### src/inc/sdr_pkg.sv
// constants, types and parameter indices of the diagnostic status router
package sdr_pkg;
	localparam int MAP_W = 32;
	localparam int PRI_W = 4;
	localparam int NUM_W = 10;
	localparam int IDX_W = 4;
	localparam int CLS_W = 5;
	localparam int CFG_W = 4;

	// resource block parameter indices
	localparam logic [IDX_W-1:0] PIX_FAIL_MAP = 4'h0;
	localparam logic [IDX_W-1:0] PIX_CHECK_MAP = 4'h1;
	localparam logic [IDX_W-1:0] PIX_OFFSPEC_MAP = 4'h2;
	localparam logic [IDX_W-1:0] PIX_MAINT_MAP = 4'h3;
	localparam logic [IDX_W-1:0] PIX_FAIL_PRI = 4'h4;
	localparam logic [IDX_W-1:0] PIX_CHECK_PRI = 4'h5;
	localparam logic [IDX_W-1:0] PIX_OFFSPEC_PRI = 4'h6;
	localparam logic [IDX_W-1:0] PIX_MAINT_PRI = 4'h7;
	localparam logic [IDX_W-1:0] PIX_DETECT_EN = 4'h8;
	localparam logic [IDX_W-1:0] PIX_BCAST_MASK = 4'h9;
	localparam logic [IDX_W-1:0] PIX_MODE = 4'hA;
	localparam logic [IDX_W-1:0] PIX_LAST_REPORT = 4'hB;
	localparam logic [IDX_W-1:0] PIX_DROP_COUNT = 4'hC;

	// reset values
	localparam logic [MAP_W-1:0] RST_FAIL_MAP = 32'hF000_0000;
	localparam logic [MAP_W-1:0] RST_CHECK_MAP = 32'h0F00_0000;
	localparam logic [MAP_W-1:0] RST_OFFSPEC_MAP = 32'h00F0_0000;
	localparam logic [MAP_W-1:0] RST_MAINT_MAP = 32'h000F_0000;
	localparam logic [PRI_W-1:0] RST_PRI = 4'h0;
	localparam logic [MAP_W-1:0] RST_DETECT_EN = 32'h0000_0000;
	localparam logic [MAP_W-1:0] RST_BCAST_MASK = 32'h0000_0000;

	// diagnostic number ranges
	localparam logic [NUM_W-1:0] SENSOR_LAST = 10'h0C7;
	localparam logic [NUM_W-1:0] ELECTRONICS_LAST = 10'h18F;
	localparam logic [NUM_W-1:0] CONFIG_LAST = 10'h2BC;
	localparam logic [NUM_W-1:0] PROCESS_FIRST = 10'h320;
	localparam logic [NUM_W-1:0] PROCESS_LAST = 10'h3E7;

	// class bit layout
	localparam logic [CLS_W-1:0] CLS_TOP = 5'h1F;
	localparam logic [CLS_W-1:0] CLS_RESERVED = 5'h00;
	localparam logic [MAP_W-1:0] MAP_WRITABLE = 32'hFFFF_FFFE;

	// priority thresholds
	localparam logic [PRI_W-1:0] PRI_IGNORE = 4'h0;
	localparam logic [PRI_W-1:0] PRI_TX_MIN = 4'h2;
	localparam logic [PRI_W-1:0] PRI_TX_MAX = 4'hF;

	typedef enum logic [1:0] {
		SDR_GRP_HIGHEST,
		SDR_GRP_HIGH,
		SDR_GRP_LOW_OFFSPEC,
		SDR_GRP_LOW_MAINT
	} sdr_group_t;

	typedef enum logic [1:0] {
		SDR_ALLOC_SENSOR,
		SDR_ALLOC_ELECTRONICS,
		SDR_ALLOC_CONFIG,
		SDR_ALLOC_PROCESS
	} sdr_alloc_t;

	typedef enum logic [1:0] {
		SDR_SIG_FAILURE,
		SDR_SIG_CHECK,
		SDR_SIG_OFFSPEC,
		SDR_SIG_MAINT
	} sdr_signal_t;

	typedef enum logic {
		SDR_MODE_AUTO,
		SDR_MODE_OOS
	} sdr_mode_t;
endpackage : sdr_pkg

### src/inc/sdr_evt_if.sv
// event classification signals between core and class decoder
`timescale 1ns/1ps
interface sdr_evt_if;
	logic [sdr_pkg::NUM_W-1:0] num;
	sdr_pkg::sdr_group_t group;
	logic [sdr_pkg::CFG_W-1:0] cfg_bit;
	logic [sdr_pkg::CLS_W-1:0] cls;
	logic cls_ok;
	logic individual;

	modport decoder (
		input num,
		input group,
		input cfg_bit,
		output cls,
		output cls_ok,
		output individual
	);

	modport core (
		output num,
		output group,
		output cfg_bit,
		input cls,
		input cls_ok,
		input individual
	);
endinterface : sdr_evt_if

### src/verilog/sdr_class_decode.sv
// maps an event number, group and individual assignment to a class bit
`timescale 1ns/1ps
module sdr_class_decode (
	sdr_evt_if.decoder evt // event in, class bit out
);
	sdr_pkg::sdr_alloc_t alloc;
	logic range_ok;

	always_comb begin
		alloc = sdr_pkg::SDR_ALLOC_SENSOR;
		range_ok = 1'b1;
		if (evt.num <= sdr_pkg::SENSOR_LAST) begin
			alloc = sdr_pkg::SDR_ALLOC_SENSOR;
		end else if (evt.num <= sdr_pkg::ELECTRONICS_LAST) begin
			alloc = sdr_pkg::SDR_ALLOC_ELECTRONICS;
		end else if (evt.num <= sdr_pkg::CONFIG_LAST) begin
			alloc = sdr_pkg::SDR_ALLOC_CONFIG;
		end else if (evt.num >= sdr_pkg::PROCESS_FIRST && evt.num <= sdr_pkg::PROCESS_LAST) begin
			alloc = sdr_pkg::SDR_ALLOC_PROCESS;
		end else begin
			// 701..799 and above 999 belong to no range
			range_ok = 1'b0;
		end
	end

	always_comb begin
		evt.individual = (evt.cfg_bit != '0);
		if (evt.individual) begin
			// range ignored once an event has its own bit
			evt.cls = {1'b0, evt.cfg_bit};
			evt.cls_ok = 1'b1;
		end else begin
			evt.cls = sdr_pkg::CLS_TOP - {1'b0, evt.group, alloc};
			evt.cls_ok = range_ok;
		end
	end
endmodule : sdr_class_decode

### src/verilog/sdr_signal_gate.sv
// one status signal: class map hit and priority decision
`timescale 1ns/1ps
module sdr_signal_gate (
	input logic [sdr_pkg::MAP_W-1:0] map_i, // active class map
	input logic [sdr_pkg::PRI_W-1:0] pri_i, // active priority
	input logic [sdr_pkg::CLS_W-1:0] cls_i, // event class bit
	input logic cls_ok_i, // class bit valid
	output logic hit_o, // map selects this signal
	output logic display_o, // priority allows display
	output logic transmit_o // priority allows bus transmission
);
	// reserved bit never routes even if a stale write set it
	assign hit_o = cls_ok_i && (cls_i != sdr_pkg::CLS_RESERVED) && map_i[cls_i];
	assign display_o = (pri_i != sdr_pkg::PRI_IGNORE);
	assign transmit_o = (pri_i >= sdr_pkg::PRI_TX_MIN) && (pri_i <= sdr_pkg::PRI_TX_MAX);
endmodule : sdr_signal_gate

### src/verilog/sdr_router.sv
// diagnostic status router: class maps, priorities, masks and event routing
//
// Function
// - four weightings, factory routed to four signals
// - allocation from event number range
// - 32-bit maps, bit 31 highest-sensor, bit0 reserved
// - each map resets to its own nibble
// - one map bit reroutes whole range
// - signal sent only when its map bit set
// - no map bit means nothing sent
// - maps rewritten in out-of-service, applied afterwards
// - individual events routed by bits 1..15
// - individual event needs detect enable bit
// - active events keep their earlier signal
// - transmit only at priority 2..15
// - priority 1 displays without transmitting
// - priority 0 ignores event, reset value
// - separate priority per status signal
// - set mask bit blocks transmission, still displayed
`timescale 1ns/1ps
module sdr_router #(
	parameter int DROP_CNT_W = 16 // width of the dropped-event counter
) (
	input logic core_clk_i, // system clock, 10 MHz
	input logic sys_rst_i, // synchronous reset, active high
	input logic out_of_service_mode_i, // resource block mode, high = out of service
	input logic param_wr_i, // parameter write strobe
	input logic param_rd_i, // parameter read strobe
	input logic [sdr_pkg::IDX_W-1:0] param_idx_i, // parameter index
	input logic [sdr_pkg::MAP_W-1:0] param_wdata_i, // parameter write data
	output logic [sdr_pkg::MAP_W-1:0] param_rdata_o, // parameter read data
	output logic param_rvalid_o, // read data valid pulse
	output logic param_err_o, // refused access pulse
	input logic event_valid_i, // diagnostic event occurs
	input logic [sdr_pkg::NUM_W-1:0] event_num_i, // diagnostic number 0..999
	input sdr_pkg::sdr_group_t event_group_i, // weighting group of event
	input logic [sdr_pkg::CFG_W-1:0] event_cfg_bit_i, // individual bit, 0 = none
	output logic report_valid_o, // routed event pulse
	output sdr_pkg::sdr_signal_t report_signal_o, // chosen status signal
	output logic report_display_o, // show on local display
	output logic report_transmit_o, // send to fieldbus host
	output logic [sdr_pkg::CLS_W-1:0] report_class_o, // class bit used
	output logic routing_pending_o // staged settings await return to auto
);
	localparam int NSIG = 4;

	if (DROP_CNT_W < 1 || DROP_CNT_W > sdr_pkg::MAP_W) begin : g_chk
		$error("DROP_CNT_W must lie in 1..32");
	end

	// class bits index the maps directly, so the two widths must agree
	if ((1 << sdr_pkg::CLS_W) != sdr_pkg::MAP_W) begin : g_cls_chk
		$error("class width does not span the class map");
	end

	// the chosen signal is carried in a two-bit code
	if (NSIG > (1 << $bits(sdr_pkg::sdr_signal_t))) begin : g_sig_chk
		$error("more signals than the signal code can name");
	end

	// write and read decode add the signal number to the first index of a run
	if (sdr_pkg::PIX_FAIL_PRI != sdr_pkg::PIX_FAIL_MAP + 4'(NSIG)) begin : g_pri_idx_chk
		$error("priority indices must follow the class map indices");
	end

	if (sdr_pkg::PIX_DETECT_EN != sdr_pkg::PIX_FAIL_PRI + 4'(NSIG)) begin : g_det_idx_chk
		$error("detect enable index must follow the priority indices");
	end

	// everything above the broadcast mask is read-only, up to the drop count
	if (sdr_pkg::PIX_MODE <= sdr_pkg::PIX_BCAST_MASK
		|| sdr_pkg::PIX_DROP_COUNT < sdr_pkg::PIX_LAST_REPORT) begin : g_ro_idx_chk
		$error("read-only indices must lie above the writable ones");
	end

	// a priority is taken from the low bits of one write word
	if (sdr_pkg::PRI_W > sdr_pkg::MAP_W) begin : g_pri_w_chk
		$error("priority wider than the write word");
	end

	// staged copies take writes; active copies steer routing
	logic [sdr_pkg::MAP_W-1:0] map_stage_r [NSIG];
	logic [sdr_pkg::MAP_W-1:0] map_act_r [NSIG];
	logic [sdr_pkg::PRI_W-1:0] pri_stage_r [NSIG];
	logic [sdr_pkg::PRI_W-1:0] pri_act_r [NSIG];
	logic [sdr_pkg::MAP_W-1:0] detect_stage_r;
	logic [sdr_pkg::MAP_W-1:0] detect_act_r;
	logic [sdr_pkg::MAP_W-1:0] mask_stage_r;
	logic [sdr_pkg::MAP_W-1:0] mask_act_r;
	sdr_pkg::sdr_mode_t mode_r;
	logic pending_r;
	logic commit;
	logic [DROP_CNT_W-1:0] drop_cnt_r;
	logic [sdr_pkg::MAP_W-1:0] rdata_r;
	logic rvalid_r;
	logic err_r;
	logic rep_valid_r;
	sdr_pkg::sdr_signal_t rep_signal_r;
	logic rep_display_r;
	logic rep_transmit_r;
	logic [sdr_pkg::CLS_W-1:0] rep_class_r;

	logic wr_ok;
	logic wr_cfg_idx;
	logic wr_refused;
	logic rd_refused;
	logic [NSIG-1:0] hit;
	logic [NSIG-1:0] sig_display;
	logic [NSIG-1:0] sig_transmit;
	sdr_pkg::sdr_signal_t sel_sig;
	logic any_hit;
	logic accept;
	logic route_tx;
	logic route_disp;

	function automatic logic [sdr_pkg::MAP_W-1:0] map_reset(input int i);
		case (i)
			0: map_reset = sdr_pkg::RST_FAIL_MAP;
			1: map_reset = sdr_pkg::RST_CHECK_MAP;
			2: map_reset = sdr_pkg::RST_OFFSPEC_MAP;
			default: map_reset = sdr_pkg::RST_MAINT_MAP;
		endcase
	endfunction : map_reset

	// classification
	sdr_evt_if evt_if ();
	assign evt_if.num = event_num_i;
	assign evt_if.group = event_group_i;
	assign evt_if.cfg_bit = event_cfg_bit_i;

	sdr_class_decode u_decode (
		.evt(evt_if)
	);

	for (genvar g = 0; g < NSIG; g++) begin : g_sig
		sdr_signal_gate u_gate (
			.map_i(map_act_r[g]),
			.pri_i(pri_act_r[g]),
			.cls_i(evt_if.cls),
			.cls_ok_i(evt_if.cls_ok),
			.hit_o(hit[g]),
			.display_o(sig_display[g]),
			.transmit_o(sig_transmit[g])
		);
	end

	// mode tracking: leaving out of service commits staged settings
	always_ff @(posedge core_clk_i) begin
		if (sys_rst_i) begin
			mode_r <= sdr_pkg::SDR_MODE_AUTO;
		end else begin
			unique case (mode_r)
				sdr_pkg::SDR_MODE_AUTO: begin
					if (out_of_service_mode_i) begin
						mode_r <= sdr_pkg::SDR_MODE_OOS;
					end
				end
				sdr_pkg::SDR_MODE_OOS: begin
					if (!out_of_service_mode_i) begin
						mode_r <= sdr_pkg::SDR_MODE_AUTO;
					end
				end
			endcase
		end
	end

	// a write landing in the commit cycle stays staged and keeps pending set
	assign commit = (mode_r == sdr_pkg::SDR_MODE_OOS) && !out_of_service_mode_i;

	// settings may only be written while out of service
	always_comb begin
		wr_cfg_idx = (param_idx_i <= sdr_pkg::PIX_BCAST_MASK);
		wr_ok = param_wr_i && wr_cfg_idx && (mode_r == sdr_pkg::SDR_MODE_OOS);
		wr_refused = param_wr_i && !wr_ok;
		rd_refused = param_rd_i && (param_idx_i > sdr_pkg::PIX_DROP_COUNT);
	end

	always_ff @(posedge core_clk_i) begin
		if (sys_rst_i) begin
			for (int i = 0; i < NSIG; i++) begin
				map_stage_r[i] <= map_reset(i);
				pri_stage_r[i] <= sdr_pkg::RST_PRI;
			end
			detect_stage_r <= sdr_pkg::RST_DETECT_EN;
			mask_stage_r <= sdr_pkg::RST_BCAST_MASK;
		end else if (wr_ok) begin
			for (int i = 0; i < NSIG; i++) begin
				if (param_idx_i == sdr_pkg::PIX_FAIL_MAP + 4'(i)) begin
					map_stage_r[i] <= param_wdata_i & sdr_pkg::MAP_WRITABLE;
				end
				if (param_idx_i == sdr_pkg::PIX_FAIL_PRI + 4'(i)) begin
					pri_stage_r[i] <= param_wdata_i[sdr_pkg::PRI_W-1:0];
				end
			end
			if (param_idx_i == sdr_pkg::PIX_DETECT_EN) begin
				detect_stage_r <= param_wdata_i & sdr_pkg::MAP_WRITABLE;
			end
			if (param_idx_i == sdr_pkg::PIX_BCAST_MASK) begin
				mask_stage_r <= param_wdata_i & sdr_pkg::MAP_WRITABLE;
			end
		end
	end

	// staged values only take effect on return to automatic mode
	always_ff @(posedge core_clk_i) begin
		if (sys_rst_i) begin
			for (int i = 0; i < NSIG; i++) begin
				map_act_r[i] <= map_reset(i);
				pri_act_r[i] <= sdr_pkg::RST_PRI;
			end
			detect_act_r <= sdr_pkg::RST_DETECT_EN;
			mask_act_r <= sdr_pkg::RST_BCAST_MASK;
		end else if (commit) begin
			for (int i = 0; i < NSIG; i++) begin
				map_act_r[i] <= map_stage_r[i];
				pri_act_r[i] <= pri_stage_r[i];
			end
			detect_act_r <= detect_stage_r;
			mask_act_r <= mask_stage_r;
		end
	end

	always_ff @(posedge core_clk_i) begin
		if (sys_rst_i) begin
			pending_r <= 1'b0;
		end else if (wr_ok) begin
			pending_r <= 1'b1;
		end else if (commit) begin
			pending_r <= 1'b0;
		end
	end

	// most severe hit wins: scan from maintenance up to failure
	always_comb begin
		sel_sig = sdr_pkg::SDR_SIG_FAILURE;
		any_hit = 1'b0;
		for (int i = NSIG - 1; i >= 0; i--) begin
			if (hit[i]) begin
				sel_sig = sdr_pkg::sdr_signal_t'(2'(i));
				any_hit = 1'b1;
			end
		end
	end

	// a refused event is only counted, so it never disturbs the held report
	always_comb begin
		accept = event_valid_i && any_hit;
		if (evt_if.individual && !detect_act_r[evt_if.cls]) begin
			accept = 1'b0;
		end
		if (!sig_display[sel_sig]) begin
			accept = 1'b0;
		end
		route_disp = sig_display[sel_sig];
		route_tx = sig_transmit[sel_sig] && !mask_act_r[evt_if.cls];
	end

	// report latched at occurrence; later remaps leave it alone
	always_ff @(posedge core_clk_i) begin
		if (sys_rst_i) begin
			rep_valid_r <= 1'b0;
			rep_signal_r <= sdr_pkg::SDR_SIG_FAILURE;
			rep_display_r <= 1'b0;
			rep_transmit_r <= 1'b0;
			rep_class_r <= '0;
		end else begin
			rep_valid_r <= accept;
			if (accept) begin
				rep_signal_r <= sel_sig;
				rep_display_r <= route_disp;
				rep_transmit_r <= route_tx;
				rep_class_r <= evt_if.cls;
			end
		end
	end

	// saturating count of events that were not routed
	// holding at all ones keeps a long flood from reading back as a small count
	always_ff @(posedge core_clk_i) begin
		if (sys_rst_i) begin
			drop_cnt_r <= '0;
		end else if (event_valid_i && !accept && drop_cnt_r != '1) begin
			drop_cnt_r <= drop_cnt_r + 1'b1;
		end
	end

	// parameter read port; reads show staged settings
	always_ff @(posedge core_clk_i) begin
		if (sys_rst_i) begin
			rdata_r <= '0;
			rvalid_r <= 1'b0;
		end else begin
			rvalid_r <= param_rd_i;
			if (param_rd_i) begin
				rdata_r <= '0;
				for (int i = 0; i < NSIG; i++) begin
					if (param_idx_i == sdr_pkg::PIX_FAIL_MAP + 4'(i)) begin
						rdata_r <= map_stage_r[i];
					end
					if (param_idx_i == sdr_pkg::PIX_FAIL_PRI + 4'(i)) begin
						rdata_r <= {28'h0000000, pri_stage_r[i]};
					end
				end
				unique case (param_idx_i)
					sdr_pkg::PIX_DETECT_EN: rdata_r <= detect_stage_r;
					sdr_pkg::PIX_BCAST_MASK: rdata_r <= mask_stage_r;
					sdr_pkg::PIX_MODE: begin
						rdata_r <= {30'h00000000, pending_r, mode_r == sdr_pkg::SDR_MODE_OOS};
					end
					sdr_pkg::PIX_LAST_REPORT: begin
						rdata_r <= {23'h000000, rep_class_r, rep_transmit_r, rep_display_r,
							rep_signal_r};
					end
					sdr_pkg::PIX_DROP_COUNT: begin
						rdata_r <= sdr_pkg::MAP_W'(drop_cnt_r);
					end
					default: begin
					end
				endcase
			end
		end
	end

	// refusal: write outside out of service, read-only or unmapped index
	always_ff @(posedge core_clk_i) begin
		if (sys_rst_i) begin
			err_r <= 1'b0;
		end else begin
			err_r <= wr_refused || rd_refused;
		end
	end

	assign param_rdata_o = rdata_r;
	assign param_rvalid_o = rvalid_r;
	assign param_err_o = err_r;
	assign report_valid_o = rep_valid_r;
	assign report_signal_o = rep_signal_r;
	assign report_display_o = rep_display_r;
	assign report_transmit_o = rep_transmit_r;
	assign report_class_o = rep_class_r;
	assign routing_pending_o = pending_r;
endmodule : sdr_router

### config.mk
export PLATFORM = sky130hd
export DESIGN_NAME = sdr_router
export DESIGN_NICKNAME = d
export VERILOG_FILES = /design/src/inc/sdr_pkg.sv /design/src/inc/sdr_evt_if.sv /design/src/verilog/sdr_class_decode.sv /design/src/verilog/sdr_signal_gate.sv /design/src/verilog/sdr_router.sv
export SDC_FILE = /design/constraint.sdc
export NUM_CORES = 1
export LEC_CHECK = 0
export BUFFER_PORTS_ARGS = -buffer_cell sky130_fd_sc_hd__buf_2
export CORE_MARGIN = 2
export CORE_UTILIZATION = 40
export CTS_CLUSTER_SIZE = 28
export DETAILED_ROUTE_END_ITERATION = 10
export HOLD_SLACK_MARGIN = 0.03
export PLACE_DENSITY = 0.6
export RECOVER_POWER = 100
export SLEW_MARGIN = 20
export SYNTH_ARGS = -nofsm -noshare
export SYNTH_HDL_FRONTEND = slang
export SYNTH_SLANG_ARGS = --single-unit
### constraint.sdc
create_clock -name core_clk_i -period 7.9 [get_ports core_clk_i]
set_clock_uncertainty 0.05 [all_clocks]
set_input_delay 0.79 -clock core_clk_i [delete_from_list [all_inputs] [get_ports core_clk_i]]
set_output_delay 0.79 -clock core_clk_i [all_outputs]
set_load 0.01 [all_outputs]
==> key figures, run 1 <==
Min path
  – Worst Hold Launch: detect_stage_r[20]$_SDFFE_PP0P_
  – Hold path endpoint: detect_stage_r[20]$_SDFFE_PP0P_
  – Hold WC Path Type: register to register
  – Hold depth: 2

Route
  – Vias per cell: 5.96
  – Antenna-violating nets left: 0
  – Drt pass-1 iters: 6
  – Drt initial violations: 1600
  – Wirelength per Cell: 25.1 µm
  – Residual DRC: 0
  – DR vias: 15190
  – Total wire length: 64.0 mm

Yosys
  – Async SR Flop Fraction: 0%
  – Syn Nets: 1880
  – YS warnings: 0
  – Most common library cells after synthesis: edfxtp_1, nand2_1, dfxtp_1
  – Cell area after synthesis: 19900 µm²
  – Sequential fraction of the synthesis area: 59.3%
  – Seq cells post-synth: 450
  – Top-count cell post-synth: edfxtp_1
  – Predominant post-synthesis flop cell: edfxtp_1
  – Largest cells by area after synthesis: edfxtp_1, dfxtp_1, nand2_1
  – Yosys top cell area share: 42.2%
  – Post-synth top area cell: edfxtp_1
  – Syn Area/Cell: 10.9 µm²
  – Number of flops mapped to enable cells by yosys: 280
  – Distinct cells, synth: 76
  – Post-Syn Instances: 1821

Worst setup path
  – WS Path Type: input pin to register
  – Cell mode on critical path: clkbuf_1
  – Reg2reg start: mode_r$_SDFF_PP0_
  – Cell Chain, Critical Path: clkbuf_1, clkbuf_1, buf_4, a21o_1, clkbuf_2
  – CP Capture Type: register
  – WP data required: 8.04 ns
  – Startpoint Class: input pin
  – Worst Reg-to-Reg Cells: 4
  – Max incr delay on CP: 2.96 ns
  – CP arrival: 6.68 ns
  – RR Endpoint: pri_act_r[0][2]$_SDFFCE_PN0P_
  – Slowest cell on crit path: clkbuf_1
  – Crit-path max FO: 75
  – CP startpoint: sys_rst_i
  – R2R setup slack: 2.20 ns

Die
  – I/O pin total: 103
  – Die Wd: 227 µm
  – Die Ht: 227 µm
  – Core area: 49100 µm²
  – Row count: 81
  – Initial core utilization: 40.6%
  – Die ar.: 51600 µm²

Cells and area
  – Share of cells above drive strength 1: 10.5%
  – Register area: 11800 µm²
  – N_diodes: 0
  – Area Growth Syn to Fin: 12.8%
  – Final cell count without fillers: 2550
  – Layout Nets: 1907
  – Multi-input gate area: 7560 µm²
  – Filler cells: 4572

Clock tree
  – Number of hold buffers added after cts: 0
  – Gates resized, CTS repair: 0
  – Max Buffers Root-to-Sink: 3
  – H-tree Lvls: 2
  – Num CTS Buffers: 47
  – Post-CTS setup buffer count: 0
  – Clk slew on worst S/H paths: 0.06 ns
  – Later-pin clock latency in the skew report: 0.58 ns
  – Clock root cell: clkbuf_16
  – Clock sink count: 450
  – CTS tree: yes

Power and ir drop
  – Total power: 0.00536 W
  – Logic pwr share: 7.1%
  – PwrDens: 238 nW/µm²
  – Clk network pwr share: 44.0%
  – Sequential share of power: 48.8%
  – Leak Pwr: 8.14 nW
  – Sw frac: 23.5%
  – Internal Pwr Total: 0.00410 W
  – Net switching power: 0.00126 W
  – Worst VDD drop: 0.149 mV

Run status
  – Status: complete, but fails checks
  – Violated checks: capacitance limit, slew limit

Placed design
  – Final GP Congestion: 0.840
  – Setup Slack @ Placement: 1.96 ns
  – Cells after DPL: 2463
  – Detail Placement HPWL: 41.4 mm
  – IO Port Bufs: 102

STA
  – Min Hold Slack: 0.404 ns
  – Worst Tran Pin Value: 4.12 ns
  – RSZ-0062 raised after global routing: no
  – Highest clock rate: 153 MHz
  – Final setup viols: 0
  – Slew HR: -175%
  – Final worst slack: 1.35 ns
  – Hold Vio Cnt, Final: 0
  – Post-layout min period: 6.55 ns
  – Pins Over Slew Limit: 443
  – Final Cycle Share: 82.9%
  – Final setup TNS: 0 ns

Global route
  – Total track usage: 24.9%
  – Largest net degree at the start of global routing: 88
  – Number of global-route vias before repair: 14490
  – GRT Residual Overflow: 0
  – Antenna violations before repair: 2
  – First-pass GRT wire length: 95.2 mm

Job
  – Total of max-cap violations: 7
-- sequential cells by signal, indices dropped and copies added, names as in the netlist, 31 cells and up --
name / cells
mask_act_r: 31
param_rdata_o: 32
map_act_r: 124
detect_stage_r: 31
mask_stage_r: 31
map_stage_r: 124
-- metrics by stage --
step	util, %	cell area [µm²]
global placement	42.7	21000
detailed placement	42.7	21000
global route	45.8	22500
floorplan	-	19900
finish	45.8	22500
CTS	46.1	22600
-- layout make-up --
class	instances	share of cell area, %
flip-flops and latches	450	52.5
multi-input cells	1214	33.6
clock buffers	66	6.01
well taps	664	3.69
repair buffers	129	2.77
clock inverters	21	1.26
inverters	6	0.106
-- cell families (layout without fill, tap and decap cells) --
family | after synthesis | in the layout | share of synthesized area [%]
muxes | 51 | 51 | 3.04
buffers and inverters | 157 | 222 | 3.14
and+or+nand+nor | 775 | 775 | 20.1
adders and majority gates | 1 | 1 | 0.0628
DFF | 450 | 450 | 59.3
AOI/OAI and AO/OA | 387 | 387 | 14.4
-- layer usage --
layer | vias to the layer above | part of all wire, % | GRT usage (%)
met2 | 630 | 46 | 39.0
met5 | - | 0.020 | 0
met4 | 2 | 2.8 | 7.70
met3 | 100 | 7.4 | 3.37
met1 | 7615 | 44 | 35.7
li1 | 6843 | - | -
-- power by group through the flow --
stage	Sequential (W)	Clock, W	Combinational, W
2_1_floorplan	0.00265	0	0.000224
3_3_place_gp	0.00266	0	0.000377
3_5_place_dp	0.00266	0	0.000383
4_1_cts	0.00261	0.00238	0.000384
5_1_grt	0.00262	0.00247	0.000410
6_report	0.00262	0.00236	0.000382
-- cells in the final DEF, fill, tap and decap left out, drive strengths merged, types with 70 or more instances in the layout --
cell / netlist / layout
clkbuf: 123 / 123
and3: 134 / 134
and2: 138 / 138
dfxtp: 170 / 170
nand2: 242 / 242
a22o: 70 / 70
edfxtp: 280 / 280
nor2: 85 / 85
buf: 28 / 72
a21oi: 102 / 102
-- worst max-delay path: cells and delay by family --
family	cells	cell delay (ns)
AO/OA/AOI/OAI	1	0.14
buffers and inverters	4	5.66
-- worst max path at each step --
stage | endpoint
global placement | report_signal_o[1]$_SDFFE_PP0P_
finish | map_stage_r[2][27]$_SDFFCE_PN0P_
detailed placement | report_transmit_o$_SDFFE_PP0P_
global route | map_stage_r[2][16]$_SDFFCE_PN0P_
floorplan | map_act_r[0][10]$_SDFFCE_PN0P_
CTS | report_class_o[4]$_SDFFE_PP0P_
Note: power is estimated with default switching activity, not from simulation.
==> inputs of run 2 (changes only) <==
- ABC_AREA: default -> 1
- PLACE_DENSITY: 0.6 -> 0.62
- clock period: 7.9 -> 5.4 ns (I/O delays scaled with it)
==> key figures, run 2 <==
Clock tree
  – Num CTS Buffers: 46 (-2.1%)
  – Clock sink count: 450 (unchanged)
  – Gates resized, CTS repair: 0 (unchanged)
  – H-tree Lvls: 2 (unchanged)
  – Clk slew on worst S/H paths: 0.06 ns (about the same)
  – Max Buffers Root-to-Sink: 3 (unchanged)
  – CTS tree: yes
  – Post-CTS setup buffer count: 0 (unchanged)
  – Number of hold buffers added after cts: 0 (unchanged)
  – Clock root cell: clkbuf_16
  – Later-pin clock latency in the skew report: 0.57 ns (about the same)

STA
  – RSZ-0062 raised after global routing: no
  – Pins Over Slew Limit: 175 (-60%)
  – Final worst slack: 0.937 ns (-0.417 ns)
  – Slew HR: -47.4% (+130 points)
  – Highest clock rate: 224 MHz
  – Final Cycle Share: 82.6%
  – Final setup TNS: 0 ns (unchanged)
  – Hold Vio Cnt, Final: 0 (unchanged)
  – Final setup viols: 0 (unchanged)
  – Post-layout min period: 4.46 ns
  – Worst Tran Pin Value: 2.21 ns (-1.91 ns)

Die
  – Core area: 49000 µm² (-0.21%)
  – Die Wd: 227 µm (-0.16%)
  – Die ar.: 51500 µm² (-0.32%)
  – Row count: 81 (unchanged)
  – Initial core utilization: 40.6% (-0.049 points)
  – I/O pin total: 103 (unchanged)
  – Die Ht: 227 µm (-0.16%)

Yosys
  – Top-count cell post-synth: nor2_1
  – Syn Area/Cell: 8.92 µm² (-19%)
  – Most common library cells after synthesis: nor2_1, inv_1, nand2_1
  – Number of flops mapped to enable cells by yosys: 280 (unchanged)
  – Largest cells by area after synthesis: edfxtp_1, dfxtp_1, nor2_1
  – Syn Nets: 2287 (+22%)
  – YS warnings: 0 (unchanged)
  – Async SR Flop Fraction: 0% (unchanged)
  – Distinct cells, synth: 40 (-47%)
  – Post-Syn Instances: 2228 (+22%)
  – Seq cells post-synth: 450 (unchanged)
  – Cell area after synthesis: 19900 µm² (-0.33%)
  – Sequential fraction of the synthesis area: 59.4% (+0.19 points)
  – Predominant post-synthesis flop cell: edfxtp_1
  – Post-synth top area cell: edfxtp_1
  – Yosys top cell area share: 42.3% (+0.14 points)

Worst setup path
  – Startpoint Class: input pin
  – WP data required: 5.82 ns (-2.22 ns)
  – CP arrival: 4.88 ns (-1.80 ns)
  – Crit-path max FO: 41 (-45%)
  – WS Path Type: input pin to register
  – CP Capture Type: register

Route
  – Met2 wire length: 28.2 mm (-4.8%)
  – Drt initial violations: 2122 (+33%)
  – Wirelength per Cell: 20.8 µm (-17%)
  – DR vias: 16212 (+6.7%)
  – Vias per cell: 5.42 (-8.9%)
  – Antenna-violating nets left: 0 (unchanged)
  – Top sig layer: met4
  – Met3 WL: 5.85 mm (+24%)
  – Total wire length: 62.2 mm (-2.9%)
  – Drt pass-1 iters: 7 (+1)
  – Met1 wire length: 25.9 mm (-7.2%)
  – Residual DRC: 0 (unchanged)

Min path
  – Hold WC Path Type: input pin to register

Job
  – Total of max-cap violations: 6 (-1)

Global route
  – Largest net degree at the start of global routing: 100 (+14%)
  – Number of global-route vias before repair: 15751 (+8.7%)
  – First-pass GRT wire length: 94.1 mm (-1.2%)
  – Antenna violations before repair: 0 (-2)
  – Total track usage: 24.3% (-0.57 points)
  – GRT Residual Overflow: 0 (unchanged)

Run status
  – Status: complete, but fails checks
  – Violated checks: capacitance limit, slew limit

Cells and area
  – Area Growth Syn to Fin: 12.1%
  – Final core utilization: 45.5% (-0.35 points)
  – Most common cell after layout, fill and taps aside: nor2_1
  – Commonest non-fill, non-tap cells in the layout: nor2_1, inv_1, nand2_1
  – N_diodes: 0 (unchanged)
  – Layout Nets: 2348 (+23%)
  – Share of cells above drive strength 1: 7.66% (-2.8 points)

Power and ir drop
  – PwrDens: 335 nW/µm² (+41%)
  – Worst VDD drop: 0.241 mV (+62%)
  – Leak Pwr: 8.55 nW (+5.1%)
  – Total power: 0.00746 W (+39%)

Placed design
  – Setup Slack @ Placement: 1.03 ns (-0.931 ns)
  – IO Port Bufs: 102 (unchanged)
  – Detail Placement HPWL: 40.9 mm (-1.3%)
  – Final GP Congestion: 0.897 (+6.8%)
run 2: logic make-up (layout without fill, tap and decap cells):
group                    after synthesis  after routing  share of synthesized area [%]
AO/OA/AOI/OAI                        422            422                           12.0
XOR/XNOR                              14             14                          0.617
adder cells (fa/ha/maj)                1              1                         0.0630
buffers and inverters                456            553                           9.09
flip-flops                           450            450                           59.4
AND/OR/NAND/NOR                      885            885                           18.7
run 2: final timing paths:
| kind | startpoint | end | slack [ns] | cells after the start |
|---|---|---|---|---|
| hold reg to reg | detect_act_r[11]$_SDFFE_PP0P_ | detect_act_r[11]$_SDFFE_PP0P_ | 0.42 | 2 |
| setup reg to reg | mode_r$_SDFF_PP0_ | map_stage_r[1][1]$_SDFFCE_PN0P_ | 1.17 | 7 |
| hold / removal | out_of_service_mode_i | mode_r$_SDFF_PP0_ | 0.18 | 3 |
| setup / recovery | event_cfg_bit_i[1] | drop_cnt_r[8]$_SDFFE_PP0P_ | 0.94 | 23 |
run 2: stage by stage:
| stage | hold slack, ns | cells | area (µm²) |
|---|---|---|---|
| finish | 0.176 | 2989 | 22300 |
| global route | 0.185 | 2989 | 22300 |
| floorplan | 0.381 | 2228 | 19900 |
| CTS | 0.155 | 2989 | 22500 |
| detailed placement | 0.409 | 2905 | 21100 |
| global placement | 0.404 | 2905 | 21100 |
run 2: report_power, final:
part | leakage (nW) | switching, W | internal (W)
logic | 3.59 | 0.000454 | 0.000148
registers | 4.26 | 0.0000475 | 0.00375
clock network | 0.706 | 0.00132 | 0.00174
total | 8.55 | 0.00182 | 0.00564
run 2: area by class of cell:
cell class              count  area (µm²)
clock inverters            12        55.1
clock buffers              72        1370
flip-flops and latches    450       11800
fillers                  4730       26700
multi-input cells        1322        6250
repair buffers            143         723
well taps                 664         831
inverters                 326        1230
run 2: routing by layer:
metal,vias up,GRT usage [%]
li1,7536,-
met1,7757,32.7
met2,778,38.0
met3,141,5.64
met4,0,9.44
met5,-,0
run 2: critical path, cell delays in order:
cell and delay, ns:
buf_2 0.12, nor2_2 0.20, nand3_4 0.19, inv_1 0.31, nand2_1 0.09, nor2_1 0.10
nand2_1 0.07, nand2_2 0.09, clkbuf_2 0.81, nand3_1 0.33, nand3_1 0.18, nand3_1 0.09
nand2_1 0.09, nand2_1 0.06, nand3_1 0.14, nand2_1 0.08, nand2_1 0.11, nand3_1 0.11
nand3_2 0.12, nand3_4 0.39, nand2_4 0.36, nand2_1 0.12, a21oi_2 0.13
